$ cat src/core/asp_pkg.sv
// shared constants and types of the asynchronous serial port
package asp_pkg;
  // register addresses
  localparam logic [15:0] MODE_ADDR = 16'hff90;
  localparam logic [15:0] RXBUF_ADDR = 16'hff92;
  localparam logic [15:0] ERR_ADDR = 16'hff94;
  localparam logic [15:0] TXST_ADDR = 16'hff95;
  localparam logic [15:0] TXBUF_ADDR = 16'hff96;
  // serial_mode_control fields
  localparam int MODE_CLK_EN = 7;
  localparam int MODE_TX_EN = 6;
  localparam int MODE_RX_EN = 5;
  localparam int MODE_PAR_HI = 4;
  localparam int MODE_PAR_LO = 3;
  localparam int MODE_CHAR_LEN = 2;
  localparam int MODE_STOP_SEL = 1;
  localparam int MODE_ERR_SEL = 0;
  // receive_error_status fields
  localparam int ERR_MP_ID = 3;
  localparam int ERR_PARITY = 2;
  localparam int ERR_FRAME = 1;
  localparam int ERR_OVERRUN = 0;
  // transmit_status fields
  localparam int TXST_BUF_FULL = 1;
  localparam int TXST_SHIFTING = 0;
  // reset values
  localparam logic [7:0] MODE_RST = 8'h00;
  localparam logic [7:0] TXBUF_RST = 8'hff;
  localparam logic [7:0] RXBUF_RST = 8'hff;
  localparam logic [7:0] SHIFT_IDLE = 8'hff;
  localparam logic [7:0] ERR_RST = 8'h00;
  // timing, in port clock ticks (16x the bit rate); the divider default is in clk cycles
  localparam int OVS = 16;
  localparam int SAMPLE_MID = 8;
  localparam int IRDA_PULSE = 3;
  localparam int SETTLE_TICKS = 2;
  localparam int BAUD_DIV_DEF = 27;

  typedef enum logic [1:0] {
    PAR_NONE = 2'h0,
    PAR_ZERO = 2'h1,
    PAR_ODD = 2'h2,
    PAR_EVEN = 2'h3
  } asp_par_t;

  typedef enum logic [4:0] {
    ST_IDLE = 5'h01,
    ST_START = 5'h02,
    ST_DATA = 5'h04,
    ST_EXTRA = 5'h08,
    ST_STOP = 5'h10
  } asp_state_t;
endpackage : asp_pkg

$ cat src/core/asp_baud.sv
// port clock divider: one-cycle tick at 16x the bit rate
`timescale 1ns/1ps
`default_nettype none
module asp_baud #(
  parameter int DIV = asp_pkg::BAUD_DIV_DEF
) (
  input wire logic clk,
  input wire logic rst,
  input wire logic run,
  output logic tick
);
  localparam int CW = $clog2(DIV + 1);

  if (DIV < 1) begin : g_chk
    $error("asp_baud: DIV must be at least 1");
  end

  logic [CW-1:0] cnt_reg;

  // stopped divider is the clock gate of the port
  always_ff @(posedge clk) begin
    if (rst || !run) begin
      cnt_reg <= '0;
      tick <= 1'b0;
    end else if (cnt_reg == CW'(DIV - 1)) begin
      cnt_reg <= '0;
      tick <= 1'b1;
    end else begin
      cnt_reg <= cnt_reg + CW'(1);
      tick <= 1'b0;
    end
  end
endmodule : asp_baud
`default_nettype wire

$ cat src/core/asp_tx.sv
// transmit shifter and framing controller
`timescale 1ns/1ps
`default_nettype none
module asp_tx #(
  parameter int OVS = asp_pkg::OVS
) (
  input wire logic clk,
  input wire logic rst,
  input wire logic clr,
  input wire logic tick,
  input wire logic load,
  input wire logic [7:0] data,
  input wire logic eight_bit,
  input wire logic [1:0] par_sel,
  input wire logic two_stop,
  input wire logic mp_mode,
  input wire logic mp_bit,
  input wire logic irda,
  output logic line,
  output logic busy,
  output logic done
);
  if (OVS < 4 || OVS > 16) begin : g_chk
    $error("asp_tx: OVS must be 4 to 16");
  end

  asp_pkg::asp_state_t state_reg;
  logic [7:0] shift_reg;
  logic [3:0] sub_reg;
  logic [2:0] idx_reg;
  logic extra_reg;
  logic stop2_reg;
  logic cur_bit;
  logic step;
  logic has_extra;
  logic par_bit;
  logic [7:0] masked;

  assign step = tick && (sub_reg == 4'(OVS - 1));
  assign busy = (state_reg != asp_pkg::ST_IDLE);
  assign has_extra = mp_mode || (par_sel != asp_pkg::PAR_NONE);
  assign masked = eight_bit ? data : {1'b0, data[6:0]};

  always_comb begin
    case (par_sel)
      asp_pkg::PAR_ODD: par_bit = ~^masked;
      asp_pkg::PAR_EVEN: par_bit = ^masked;
      default: par_bit = 1'b0;
    endcase
  end

  always_comb begin
    case (state_reg)
      asp_pkg::ST_START: cur_bit = 1'b0;
      asp_pkg::ST_DATA: cur_bit = shift_reg[0];
      asp_pkg::ST_EXTRA: cur_bit = extra_reg;
      default: cur_bit = 1'b1;
    endcase
  end

  always_ff @(posedge clk) begin
    if (rst || clr) begin
      state_reg <= asp_pkg::ST_IDLE;
      shift_reg <= asp_pkg::SHIFT_IDLE;
      sub_reg <= '0;
      idx_reg <= '0;
      extra_reg <= 1'b0;
      stop2_reg <= 1'b0;
      done <= 1'b0;
    end else begin
      done <= 1'b0;
      if (state_reg == asp_pkg::ST_IDLE) begin
        sub_reg <= '0;
      end else if (tick) begin
        sub_reg <= step ? 4'h0 : sub_reg + 4'h1;
      end
      case (state_reg)
        asp_pkg::ST_IDLE: begin
          if (load) begin
            shift_reg <= data;
            extra_reg <= mp_mode ? mp_bit : par_bit;
            idx_reg <= '0;
            stop2_reg <= two_stop;
            state_reg <= asp_pkg::ST_START;
          end
        end
        asp_pkg::ST_START: begin
          if (step) begin
            state_reg <= asp_pkg::ST_DATA;
          end
        end
        asp_pkg::ST_DATA: begin
          if (step) begin
            shift_reg <= {1'b1, shift_reg[7:1]};
            idx_reg <= idx_reg + 3'h1;
            if (idx_reg == (eight_bit ? 3'h7 : 3'h6)) begin
              state_reg <= has_extra ? asp_pkg::ST_EXTRA : asp_pkg::ST_STOP;
            end
          end
        end
        asp_pkg::ST_EXTRA: begin
          if (step) begin
            state_reg <= asp_pkg::ST_STOP;
          end
        end
        asp_pkg::ST_STOP: begin
          if (step) begin
            // second stop bit on transmit only
            if (stop2_reg) begin
              stop2_reg <= 1'b0;
            end else begin
              state_reg <= asp_pkg::ST_IDLE;
              done <= 1'b1;
            end
          end
        end
        default: state_reg <= asp_pkg::ST_IDLE;
      endcase
    end
  end

  // ir pulse is the first 3/16 of a zero bit
  always_ff @(posedge clk) begin
    if (rst || clr) begin
      // idle level of the mode, else a stray ir pulse follows enable
      line <= !irda;
    end else begin
      line <= irda ? (~cur_bit && (sub_reg < 4'(asp_pkg::IRDA_PULSE))) : cur_bit;
    end
  end

  a_shift_ones: assert property (@(posedge clk) disable iff (rst)
    clr |=> (shift_reg == asp_pkg::SHIFT_IDLE) && !busy)
    else $error("shifter not all ones while stopped");

  a_start_low: assert property (@(posedge clk) disable iff (rst)
    (state_reg == asp_pkg::ST_START) && !irda && !clr |=> !line)
    else $error("start bit not driven low");
endmodule : asp_tx
`default_nettype wire

$ cat src/core/asp_top.sv
// asynchronous serial port with ir pulse mode: registers, receiver, pin control
`timescale 1ns/1ps
`default_nettype none
module asp_top #(
  parameter int BAUD_DIV = asp_pkg::BAUD_DIV_DEF
) (
  input wire logic clk,
  input wire logic rst,
  input wire logic [15:0] bus_addr,
  input wire logic bus_wr,
  input wire logic [7:0] bus_wr_mask,
  input wire logic [7:0] bus_wr_data,
  input wire logic bus_rd,
  output logic [7:0] bus_rd_data,
  input wire logic serial_in_pin,
  output logic serial_out_pin,
  input wire logic irda_mode,
  input wire logic mp_mode,
  input wire logic mp_send_id,
  output logic receive_done_irq,
  output logic receive_error_irq,
  output logic transmit_done_irq
);
  logic [7:0] serial_mode_control_reg;
  logic [7:0] transmit_buffer_reg;
  logic [7:0] receive_buffer_reg;
  logic [3:0] receive_error_status_reg;
  logic tx_buffer_full_flag_reg;
  logic unread_reg;
  logic clock_enable_bit;
  logic transmit_enable_bit;
  logic receive_enable_bit;
  logic char_length_bit;
  logic stop_bits_select;
  logic error_irq_select;
  asp_pkg::asp_par_t par_sel;
  logic tick;
  logic tx_clr;
  logic tx_load;
  logic tx_line;
  logic tx_busy;
  logic tx_done;
  logic [1:0] armed;

  assign clock_enable_bit = serial_mode_control_reg[asp_pkg::MODE_CLK_EN];
  assign transmit_enable_bit = serial_mode_control_reg[asp_pkg::MODE_TX_EN];
  assign receive_enable_bit = serial_mode_control_reg[asp_pkg::MODE_RX_EN];
  assign char_length_bit = serial_mode_control_reg[asp_pkg::MODE_CHAR_LEN];
  assign stop_bits_select = serial_mode_control_reg[asp_pkg::MODE_STOP_SEL];
  assign error_irq_select = serial_mode_control_reg[asp_pkg::MODE_ERR_SEL];
  assign par_sel = asp_pkg::asp_par_t'({serial_mode_control_reg[asp_pkg::MODE_PAR_HI],
                                         serial_mode_control_reg[asp_pkg::MODE_PAR_LO]});

  logic wr_mode;
  logic wr_txbuf;
  logic rd_rxbuf;
  logic rd_err;
  assign wr_mode = bus_wr && (bus_addr == asp_pkg::MODE_ADDR);
  assign wr_txbuf = bus_wr && (bus_addr == asp_pkg::TXBUF_ADDR);
  assign rd_rxbuf = bus_rd && (bus_addr == asp_pkg::RXBUF_ADDR);
  assign rd_err = bus_rd && (bus_addr == asp_pkg::ERR_ADDR);

  // per-bit masked write, reset to zero
  always_ff @(posedge clk) begin
    if (rst) begin
      serial_mode_control_reg <= asp_pkg::MODE_RST;
    end else if (wr_mode) begin
      serial_mode_control_reg <= (serial_mode_control_reg & ~bus_wr_mask) | (bus_wr_data & bus_wr_mask);
    end
  end

  // a stopped divider is the stopped port clock
  asp_baud #(
    .DIV(BAUD_DIV)
  ) u_baud (
    .clk(clk),
    .rst(rst),
    .run(clock_enable_bit),
    .tick(tick)
  );

  // settle count runs on the divider ticks; bit 0 transmit, bit 1 receive
  for (genvar i = 0; i < 2; i++) begin : g_settle
    logic [1:0] cnt_reg;
    logic en;
    assign en = clock_enable_bit && ((i == 0) ? transmit_enable_bit : receive_enable_bit);
    always_ff @(posedge clk) begin
      if (rst || !en) begin
        cnt_reg <= 2'h0;
      end else if (tick && (cnt_reg != 2'(asp_pkg::SETTLE_TICKS))) begin
        cnt_reg <= cnt_reg + 2'h1;
      end
    end
    assign armed[i] = (cnt_reg == 2'(asp_pkg::SETTLE_TICKS));
  end

  // ---------------- transmit side ----------------
  // disable acts as a synchronous reset of the transmitter
  assign tx_clr = !clock_enable_bit || !transmit_enable_bit;
  assign tx_load = tx_buffer_full_flag_reg && !tx_busy && armed[0];

  // buffer resets to ones; only system reset restores it
  always_ff @(posedge clk) begin
    if (rst) begin
      transmit_buffer_reg <= asp_pkg::TXBUF_RST;
    end else if (wr_txbuf && !tx_buffer_full_flag_reg) begin
      transmit_buffer_reg <= bus_wr_data;
    end
  end

  always_ff @(posedge clk) begin
    if (rst || tx_clr) begin
      tx_buffer_full_flag_reg <= 1'b0;
    end else if (wr_txbuf && !tx_buffer_full_flag_reg) begin
      tx_buffer_full_flag_reg <= 1'b1;
    end else if (tx_load) begin
      tx_buffer_full_flag_reg <= 1'b0;
    end
  end

  asp_tx #(
    .OVS(asp_pkg::OVS)
  ) u_tx (
    .clk(clk),
    .rst(rst),
    .clr(tx_clr),
    .tick(tick),
    .load(tx_load),
    .data(transmit_buffer_reg),
    .eight_bit(char_length_bit),
    .par_sel(par_sel),
    .two_stop(stop_bits_select),
    .mp_mode(mp_mode),
    .mp_bit(mp_send_id),
    .irda(irda_mode),
    .line(tx_line),
    .busy(tx_busy),
    .done(tx_done)
  );

  // output low while the clock is stopped
  always_ff @(posedge clk) begin
    if (rst || !clock_enable_bit) begin
      serial_out_pin <= 1'b0;
    // idle high normally; the tx line idles low in ir mode
    end else if (tx_clr) begin
      serial_out_pin <= !irda_mode;
    end else begin
      serial_out_pin <= tx_line;
    end
  end

  always_ff @(posedge clk) begin
    if (rst) begin
      transmit_done_irq <= 1'b0;
    end else begin
      transmit_done_irq <= tx_done;
    end
  end

  // ---------------- receive side ----------------
  logic sync1_reg;
  logic sync2_reg;
  logic [3:0] stretch_reg;
  logic rx_level;
  logic rx_clr;

  always_ff @(posedge clk) begin
    if (rst) begin
      sync1_reg <= 1'b1;
      sync2_reg <= 1'b1;
    end else begin
      sync1_reg <= serial_in_pin;
      sync2_reg <= sync1_reg;
    end
  end

  // a short ir pulse is held as a zero for one bit time
  always_ff @(posedge clk) begin
    if (rst || !irda_mode) begin
      stretch_reg <= 4'h0;
    end else if (sync2_reg) begin
      stretch_reg <= 4'(asp_pkg::OVS - 1);
    end else if (tick && (stretch_reg != 4'h0)) begin
      stretch_reg <= stretch_reg - 4'h1;
    end
  end
  assign rx_level = irda_mode ? !(sync2_reg || (stretch_reg != 4'h0)) : sync2_reg;

  // disable acts as a synchronous reset of the receiver
  assign rx_clr = !clock_enable_bit || !receive_enable_bit;

  asp_pkg::asp_state_t rx_state_reg;
  logic [7:0] receive_shifter_reg;
  logic [3:0] rx_sub_reg;
  logic [2:0] rx_idx_reg;
  logic rx_extra_reg;
  logic rx_step;
  logic rx_fin;
  logic rx_has_extra;
  logic [7:0] rx_word;
  logic par_err;
  logic frame_err;
  logic any_err;

  assign rx_step = tick && (rx_sub_reg == 4'(asp_pkg::OVS - 1));
  assign rx_has_extra = mp_mode || (par_sel != asp_pkg::PAR_NONE);
  assign rx_fin = rx_step && (rx_state_reg == asp_pkg::ST_STOP);

  // deserialiser; mid-bit sampling from the start edge
  always_ff @(posedge clk) begin
    if (rst || rx_clr) begin
      rx_state_reg <= asp_pkg::ST_IDLE;
      receive_shifter_reg <= 8'hff;
      rx_sub_reg <= 4'h0;
      rx_idx_reg <= 3'h0;
      rx_extra_reg <= 1'b0;
    end else begin
      if (rx_state_reg == asp_pkg::ST_IDLE) begin
        rx_sub_reg <= 4'h0;
      end else if (tick) begin
        rx_sub_reg <= rx_step ? 4'h0 : rx_sub_reg + 4'h1;
      end
      case (rx_state_reg)
        asp_pkg::ST_IDLE: begin
          // no reception until two port clocks after enable
          if (armed[1] && !rx_level) begin
            rx_state_reg <= asp_pkg::ST_START;
          end
        end
        asp_pkg::ST_START: begin
          if (tick && (rx_sub_reg == 4'(asp_pkg::SAMPLE_MID - 1))) begin
            rx_sub_reg <= 4'h0;
            rx_idx_reg <= 3'h0;
            rx_state_reg <= rx_level ? asp_pkg::ST_IDLE : asp_pkg::ST_DATA;
          end
        end
        asp_pkg::ST_DATA: begin
          if (rx_step) begin
            receive_shifter_reg <= {rx_level, receive_shifter_reg[7:1]};
            rx_idx_reg <= rx_idx_reg + 3'h1;
            if (rx_idx_reg == (char_length_bit ? 3'h7 : 3'h6)) begin
              rx_state_reg <= rx_has_extra ? asp_pkg::ST_EXTRA : asp_pkg::ST_STOP;
            end
          end
        end
        asp_pkg::ST_EXTRA: begin
          if (rx_step) begin
            rx_extra_reg <= rx_level;
            rx_state_reg <= asp_pkg::ST_STOP;
          end
        end
        // one stop bit checked on receive
        asp_pkg::ST_STOP: begin
          if (rx_step) begin
            rx_state_reg <= asp_pkg::ST_IDLE;
          end
        end
        default: rx_state_reg <= asp_pkg::ST_IDLE;
      endcase
    end
  end

  // seven-bit data right aligned, top bit zero
  assign rx_word = char_length_bit ? receive_shifter_reg : {1'b0, receive_shifter_reg[7:1]};

  // parity check; zero parity never checked
  always_comb begin
    case (par_sel)
      asp_pkg::PAR_ODD: par_err = !mp_mode && ((^rx_word ^ rx_extra_reg) == 1'b0);
      asp_pkg::PAR_EVEN: par_err = !mp_mode && ((^rx_word ^ rx_extra_reg) == 1'b1);
      default: par_err = 1'b0;
    endcase
  end
  assign frame_err = !rx_level;
  assign any_err = par_err || frame_err || unread_reg;

  // buffer back to ones on reset or clock disable
  always_ff @(posedge clk) begin
    if (rst || !clock_enable_bit) begin
      receive_buffer_reg <= asp_pkg::RXBUF_RST;
    end else if (rx_fin && !unread_reg) begin
      receive_buffer_reg <= rx_word;
    end
  end

  // new character wins over a read in the same cycle
  always_ff @(posedge clk) begin
    if (rst || !clock_enable_bit) begin
      unread_reg <= 1'b0;
    end else if (rx_fin) begin
      unread_reg <= 1'b1;
    end else if (rd_rxbuf) begin
      unread_reg <= 1'b0;
    end
  end

  // sticky error flags, cleared by read, set wins over clear
  always_ff @(posedge clk) begin
    if (rst || !clock_enable_bit) begin
      receive_error_status_reg <= asp_pkg::ERR_RST[3:0];
    end else begin
      receive_error_status_reg <= (rd_err ? 4'h0 : receive_error_status_reg) |
        ({4{rx_fin}} & {mp_mode && rx_extra_reg, par_err, frame_err, unread_reg});
    end
  end

  // error routing by the select bit
  always_ff @(posedge clk) begin
    if (rst) begin
      receive_done_irq <= 1'b0;
      receive_error_irq <= 1'b0;
    end else begin
      receive_done_irq <= rx_fin && !(any_err && error_irq_select);
      receive_error_irq <= rx_fin && any_err && error_irq_select;
    end
  end

  // ---------------- read port ----------------
  always_ff @(posedge clk) begin
    if (rst || !bus_rd) begin
      bus_rd_data <= 8'h00;
    end else begin
      case (bus_addr)
        asp_pkg::MODE_ADDR: bus_rd_data <= serial_mode_control_reg;
        asp_pkg::RXBUF_ADDR: bus_rd_data <= receive_buffer_reg;
        asp_pkg::ERR_ADDR: bus_rd_data <= {4'h0, receive_error_status_reg};
        asp_pkg::TXST_ADDR: bus_rd_data <= {6'h00, tx_buffer_full_flag_reg, tx_busy};
        default: bus_rd_data <= 8'h00;
      endcase
    end
  end

  a_txbuf_hold: assert property (@(posedge clk) disable iff (rst)
    wr_txbuf && tx_buffer_full_flag_reg |=> $stable(transmit_buffer_reg))
    else $error("transmit buffer changed while full");

  a_rxbuf_seven: assert property (@(posedge clk) disable iff (rst)
    rx_fin && !unread_reg && !char_length_bit && clock_enable_bit |=> !receive_buffer_reg[7])
    else $error("seven-bit character has top bit set");

  a_overrun_keep: assert property (@(posedge clk) disable iff (rst)
    rx_fin && unread_reg && clock_enable_bit |=> $stable(receive_buffer_reg) && receive_error_status_reg[0])
    else $error("overrun character not discarded");

  a_rxbuf_init: assert property (@(posedge clk) disable iff (rst)
    !clock_enable_bit |=> (receive_buffer_reg == asp_pkg::RXBUF_RST) && !unread_reg)
    else $error("receive buffer not ones while clock stopped");

  a_mode_reset: assert property (@(posedge clk)
    rst |=> (serial_mode_control_reg == asp_pkg::MODE_RST))
    else $error("mode register not cleared by reset");

  a_pin_off_low: assert property (@(posedge clk) disable iff (rst)
    !clock_enable_bit [*2] |-> !serial_out_pin)
    else $error("output not low while clock stopped");

  a_rx_stop: assert property (@(posedge clk) disable iff (rst)
    !receive_enable_bit |=> (rx_state_reg == asp_pkg::ST_IDLE) && !rx_fin)
    else $error("receiver runs while disabled");

  a_zero_par: assert property (@(posedge clk) disable iff (rst)
    rx_fin && (par_sel == asp_pkg::PAR_ZERO) && !rd_err |=> !$rose(receive_error_status_reg[2]))
    else $error("parity error flagged with zero parity");

  a_err_route: assert property (@(posedge clk) disable iff (rst)
    rx_fin && any_err |=> (receive_error_irq == $past(error_irq_select)) && (receive_done_irq != receive_error_irq))
    else $error("receive error routed to wrong pulse");
endmodule : asp_top
`default_nettype wire

$ cat config.mk
export PLATFORM = sky130hd
export DESIGN_NAME = asp_top
export DESIGN_NICKNAME = d
export VERILOG_FILES = /design/src/core/asp_pkg.sv /design/src/core/asp_baud.sv /design/src/core/asp_tx.sv /design/src/core/asp_top.sv
export SDC_FILE = /design/constraint.sdc
export NUM_CORES = 1
export LEC_CHECK = 0
export BUFFER_PORTS_ARGS = -buffer_cell sky130_fd_sc_hd__buf_4
export CORE_MARGIN = 1
export CORE_UTILIZATION = 53
export CTS_CLUSTER_DIAMETER = 50
export DETAILED_ROUTE_END_ITERATION = 10
export GPL_ROUTABILITY_DRIVEN = 1
export PLACE_DENSITY = 0.76
export SLEW_MARGIN = 20
export SYNTH_ARGS = -nofsm -noshare
export SYNTH_HDL_FRONTEND = slang
export SYNTH_SLANG_ARGS = --single-unit
export TNS_END_PERCENT = 1
$ cat constraint.sdc
create_clock -name clk -period 1.8 [get_ports clk]
set_input_delay 0.09 -clock clk [delete_from_list [all_inputs] [get_ports clk]]
set_output_delay 0.09 -clock clk [all_outputs]
set_load 0.01 [all_outputs]
==> reports/qor.yml, run 1 <==
outcome: "finished with violations"
violations: "negative setup slack"
start_kind: "flip-flop"
max_freq_mhz: 541
ioPinCount: 52
clk_latency_ns: 0.37
fin_crit_ns: 1.85
place.gp.congestion: 0.890
finalNetCount: 735
overflow: 0
cts-buffers-inserted: 9
placementRows: 34
cpMaxStageDelayCell: "dfxtp_2"
synthFlopType: "dfxtp_1"
drive_gt1_frac: 0.233
slowest_delay_ns: 0.36
postRouteAntennaNets: 0
drt_first_pass_iters: 5
synthesis.instances: 581
dpl_cell_area_mm2: 0.00581
vias_per_cell: 5.74
dp_hpwl_um: 9830
instances_no_fill: 798
syn-cell-area_mm2: 0.00496
routed_wl_um: 12700
drv_cap: 0
antenna_found_initial: 0
avgSynthCellArea_um2: 8.53
path_class: "flip-flop to flip-flop"
cellPowerDensity_mw_per_mm2: 664
antenna_cells: 0
cts_max_level: 3
postSynth.asyncResetShare: 0
place_inst: 772
ys_ff_latch: 103
wl_per_cell_um: 16.0
setup.worst_path.end_class: "flip-flop"
root_buffer: "clkbuf_8"
cp_max_fo: 6
start_util: 0.558
via_count: 4579
synth_edf_count: 0
clk_pin_slew_worst_paths_ns: 0.09
final_cell_area_mm2: 0.00620
grt_max_degree: 26
finalClockSkew_ns: 0.0140
die_h_um: 98.7
post_cts_buffers: 0
timing.final.ws_setup_ns: -0.0493
cts_max_path_buffers: 2
hold_path.class: "input pin to flip-flop"
relSlewSlack: 0.708
peakVddDrop_uv: 409
cp.required_ns: 2.06
drtIter0Drc: 262
timing.critical_path.buf_inv: 1
setup_violations: 1
ys_warn_count: 0
grt_usage: 0.273
portBuffers: 51
tightest_slew_ns: 0.427
crit_path_cell_trace: "buf_4 > and2b_2 > a21oi_2 > xnor3_1 > a211o_1 > and3_1"
rsz0062_at_grt: "true"
die_x_um: 98.7
slew_violations: 0
grt_pass1_wl_um: 21100
seq_area_frac_synth: 0.416
area_delta_synth_final_pct: 25.1
dieArea_mm2: 0.00974
worstPathArrival_ns: 2.11
synth.distinct_cells: 61
grt_pass1_vias: 4378
post-route-drc-count: 0
synth_nets: 631
hold_viol: 0
period_share: 1.03
fp.coreArea_mm2: 0.00889
path_delay_family: "compound AO/OA/AOI/OAI gates"
p_leak_nw: 2.60
cts_tree: "built"
fill_cells: 719
cts_num_sinks: 103
metal layers:
metal  global-route usage  part of all wire  wire (µm)
met4               0.0700             0.014        179
met5                    0                 0          0
met1                0.338              0.42       5340
met3               0.0482             0.051        643
met2                0.491              0.52       6570
cells by family (layout without fill, tap and decap cells):
kind of cell | after synthesis | in the layout | synth area share
mux | 29 | 29 | 0.0591
simple gates | 263 | 263 | 0.268
fa+ha+maj | 10 | 10 | 0.0252
xor+xnor | 29 | 29 | 0.0596
flops | 103 | 103 | 0.416
compound gates | 107 | 107 | 0.136
buf+inv | 40 | 149 | 0.0358
synth_stat cells (3+ instances only):
cell,instances,area (µm²)
dfxtp_1,103,2060
nor2_1,65,244
nand2_1,63,236
nand3_1,45,225
a21oi_1,39,195
mux2i_1,27,270
o21ai_0,20,100
clkbuf_1,16,60.1
nand2b_1,16,100
xnor2_1,15,131
nor3_1,13,65.1
and3_1,12,75.1
buf_2,11,55.1
xor2_1,11,96.3
ha_1,10,125
inv_1,10,37.5
nor2b_1,10,62.6
o211ai_1,10,75.1
a211oi_1,7,52.6
nand4_1,6,37.5
nand4b_1,6,52.6
and2_1,5,31.3
and4_1,4,35.0
a31oi_1,3,18.8
a32oi_1,3,26.3
xnor3_1,3,67.6
layout by cell type, fill, tap and decap left out, types with 3 or more instances in the layout:
| master | count |
|---|---|
| and3_1 | 11 |
| nand4_1 | 6 |
| mux2i_1 | 27 |
| nand2b_1 | 16 |
| dfxtp_1 | 94 |
| xnor3_1 | 3 |
| nor2b_1 | 9 |
| dlygate4sd3_1 | 10 |
| and2_1 | 4 |
| a32oi_1 | 3 |
| a211oi_1 | 7 |
| clkinv_4 | 3 |
| nand3_1 | 45 |
| clkbuf_8 | 9 |
| ha_1 | 9 |
| xnor2_1 | 15 |
| nand4b_1 | 6 |
| nor3_1 | 12 |
| buf_4 | 113 |
| nand2_1 | 62 |
| nor2_1 | 64 |
| o21ai_1 | 4 |
| a21oi_2 | 3 |
| a31oi_1 | 3 |
| xor2_1 | 11 |
| o211ai_1 | 10 |
| a21oi_1 | 36 |
| o21ai_0 | 17 |
| inv_1 | 10 |
| and4_1 | 3 |
| dfxtp_2 | 8 |
worst paths after layout:
kind,cells past startpoint,end,slack [ns],startpoint
worst max-delay path,6,receive_error_irq$_SDFF_PP0_,-0.05,flip-flop
worst min-delay path,2,u_tx.line$_DFF_P_,0.02,irda_mode
worst max register to register,6,receive_error_irq$_SDFF_PP0_,-0.05,flip-flop
worst min register to register,1,sync2_reg$_SDFF_PP1_,0.43,sync1_reg$_SDFF_PP1_
power breakdown:
| part | switching (mW) | internal, mW | total, mW |
|---|---|---|---|
| Sequential | 0.00517 | 2.28 | 2.29 |
| Combinational | 0.0862 | 0.110 | 0.196 |
| Clock | 0.830 | 0.801 | 1.63 |
| Total | 0.922 | 3.19 | 4.12 |
cell type report:
type / instances / area, µm² / area share
Inverter: 10 / 37.5 / 0.00605
Clock inverter: 7 / 104 / 0.0167
Sequential cell: 103 / 2080 / 0.335
Timing Repair Buffer: 123 / 948 / 0.153
Clock buffer: 9 / 124 / 0.0200
Tap cell: 108 / 135 / 0.0218
Multi-Input combinational cell: 438 / 2780 / 0.448
stage by stage:
| stage | TNS, ns | hold WS, ns | worst slack (ns) | utilization | total power [mW] |
|---|---|---|---|---|---|
| detailed placement | -0.106 | 0.277 | -0.0531 | 0.654 | 2.52 |
| finish | -0.0493 | 0.0191 | -0.0493 | 0.698 | 4.12 |
| global route | -0.136 | 0.00510 | -0.0925 | 0.698 | 4.26 |
| CTS | -0.0204 | 0.00536 | -0.0204 | 0.692 | 4.15 |
| floorplan | -0.0700 | 0.194 | -0.0376 | - | 2.41 |
| global placement | 0 | 0.275 | 0.00519 | 0.654 | 2.51 |
worst reg2reg max path, cell delays in order, from the launching register on:
cell and delay [ns]:
dfxtp_2 0.36, buf_4 0.17, and2b_2 0.25, a21oi_2 0.14
xnor3_1 0.36, a211o_1 0.30, and3_1 0.18
repair_timing:
| action | 4_1_cts | 5_1_grt |
|---|---|---|
| setup endpoints to repair | 5 | 20 |
| hold buffers | 10 | 0 |
| hold endpoints to repair | 14 | 0 |
| pin swaps | 2 | 4 |
| gates resized for setup | 5 | 22 |
Note: power is estimated with default switching activity, not from simulation.
==> inputs of run 2 (changes only) <==
- BUFFER_PORTS_ARGS: -buffer_cell sky130_fd_sc_hd__buf_4 -> default
- CORE_UTILIZATION: 53 -> 57
- DONT_BUFFER_PORTS: default -> 1
- PLACE_DENSITY: 0.76 -> 0.75
==> run 2 against run 1 <==
Compared with the run above: the run still ends with negative setup slack left; worst setup slack improved by 0.024 ns; power shrank 6.6%; via count down 2.2%; worst hold slack worse by 0.0068 ns; first-iteration DRC count decreased by 20%; critical path type unchanged; sequential power about the same; wire length shrank 2.7%; sequential share of layout area grew 1.5 points.
==> reports/qor.yml, run 2 (synthesized netlist as in run 1, its figures left out) <==
dpl_cell_area_mm2: 0.00539
vias_per_cell: 5.91
portBuffers: 0
cp.required_ns: 2.06
cts_max_level: 3
start_util: 0.597
hold_path.class: "input pin to flip-flop"
outcome: "finished with violations"
cts-buffers-inserted: 9
drtIter0Drc: 209
cellPowerDensity_mw_per_mm2: 649
die_x_um: 95.3
antenna_found_initial: 0
timing.final.ws_setup_ns: -0.0249
die_h_um: 95.3
start_kind: "flip-flop"
path_class: "flip-flop to flip-flop"
cts_tree: "built"
final_cell_area_mm2: 0.00592
overflow: 0
grt_usage: 0.288
tightest_slew_ns: 0.774
period_share: 1.01
drt_first_pass_iters: 6
clk_pin_slew_worst_paths_ns: 0.11
dp_hpwl_um: 9070
layout_commonest_cell: "dfxtp_1"
area_delta_synth_final_pct: 19.5
worstPathArrival_ns: 2.09
placementRows: 33
max_freq_mhz: 548
via_count: 4476
root_buffer: "clkbuf_8"
drv_cap: 0
crit_path_cell_trace: "nor3_1 > buf_4 > nand2_1 > o21ai_0 > a2111oi_1 > buf_4 > nor3_1"
cts_max_path_buffers: 2
post-route-drc-count: 0
setup_violations: 1
clk_latency_ns: 0.38
relSlewSlack: 0.484
p_leak_nw: 2.39
layout_common_cells: "dfxtp_1, nor2_1, nand2_1"
fp.coreArea_mm2: 0.00830
peakVddDrop_uv: 454
grt_pass1_vias: 4268
fin_crit_ns: 1.82
fill_cells: 639
setup.worst_path.end_class: "flip-flop"
path_delay_family: "compound AO/OA/AOI/OAI gates"
finalClockSkew_ns: 0.00997
fin_hold_ws_ns: 0.0123
total_power_mw: 3.84
cpMaxStageDelayCell: "a2111oi_1"
dieArea_mm2: 0.00907
grt_pass1_wl_um: 20100
routed_wl_um: 12400
timing.critical_path.buf_inv: 2
slowest_delay_ns: 0.49
antenna_cells: 0
cp_max_fo: 7
wl_per_cell_um: 16.4
postRouteAntennaNets: 0
grt_max_degree: 24
hold_viol: 0
finalNetCount: 697
ioPinCount: 52
rsz0062_at_grt: "true"
cts_num_sinks: 103
slew_violations: 0
rrSetupSlack_ns: -0.02
violations: "negative setup slack"
fin_setup_tns_ns: -0.0249
drive_gt1_frac: 0.158
place.gp.congestion: 0.895
-- run 2: changes by cell type in the layout (fill, tap and decap cells not counted), moves of 2 or more --
cell	before	now
buf_4	113	58
dlygate4sd3_1	10	26
bufinv_16	2	0
clkinvlp_4	0	2
o21ai_0	17	19
o21ai_1	4	2
-- run 2: final cells by class --
type	count	area, µm²	area share
Clock buffer	9	124	0.0209
Clock inverter	7	68.8	0.0116
Inverter	10	37.5	0.00634
Multi-Input combinational cell	438	2780	0.469
Sequential cell	103	2070	0.350
Tap cell	105	131	0.0222
Timing Repair Buffer	85	708	0.120
-- run 2: timing repair --
action,4_1_cts,5_1_grt
pin swaps,2,5
setup endpoints to repair,5,23
endpoints found under the hold margin,38,0
hold buffers,27,0
buffers inserted,1,0
gates resized for setup,6,17
-- run 2: final timing paths --
kind	from	endpoint	depth (start not counted)
setup / recovery	u_tx.state_reg[2]$_SDFFE_PP0P_	u_tx.state_reg[4]$_SDFFE_PP0P_	7
hold / removal	bus_addr[1]	bus_rd_data[1]$_SDFF_PP0_	3
setup reg to reg	u_tx.state_reg[2]$_SDFFE_PP0P_	u_tx.state_reg[4]$_SDFFE_PP0P_	7
hold reg to reg	sync1_reg$_SDFF_PP1_	sync2_reg$_SDFF_PP1_	1
-- run 2: report_power, final --
| part | switching, mW | total (mW) | leakage [nW] | internal (mW) |
|---|---|---|---|---|
| clock network | 0.880 | 1.41 | 0.0907 | 0.534 |
| logic | 0.0633 | 0.141 | 1.46 | 0.0776 |
| registers | 0.00486 | 2.29 | 0.835 | 2.29 |
-- run 2: layer usage --
metal,vias up,global-route usage,wire length (µm)
met1,2125,0.343,5110
met2,126,0.508,6350
li1,2190,-,-
met5,-,0,0
met4,0,0.101,316
met3,35,0.0622,607
-- run 2: through the flow --
step	setup WS (ns)	cells	utilization
floorplan	-0.0376	581	-
global route	-0.0817	757	0.714
finish	-0.0249	757	0.714
CTS	0.00428	757	0.708
detailed placement	-0.0317	713	0.649
global placement	-0.0148	713	0.649
-- run 2: worst reg2reg max path, delay by kind of cell (launching register included) --
family	cells	cell delay, ns
buffers and inverters	2	0.35
AO/OA/AOI/OAI	2	0.70
AND/OR/NAND/NOR	3	0.20
flip-flops	1	0.48
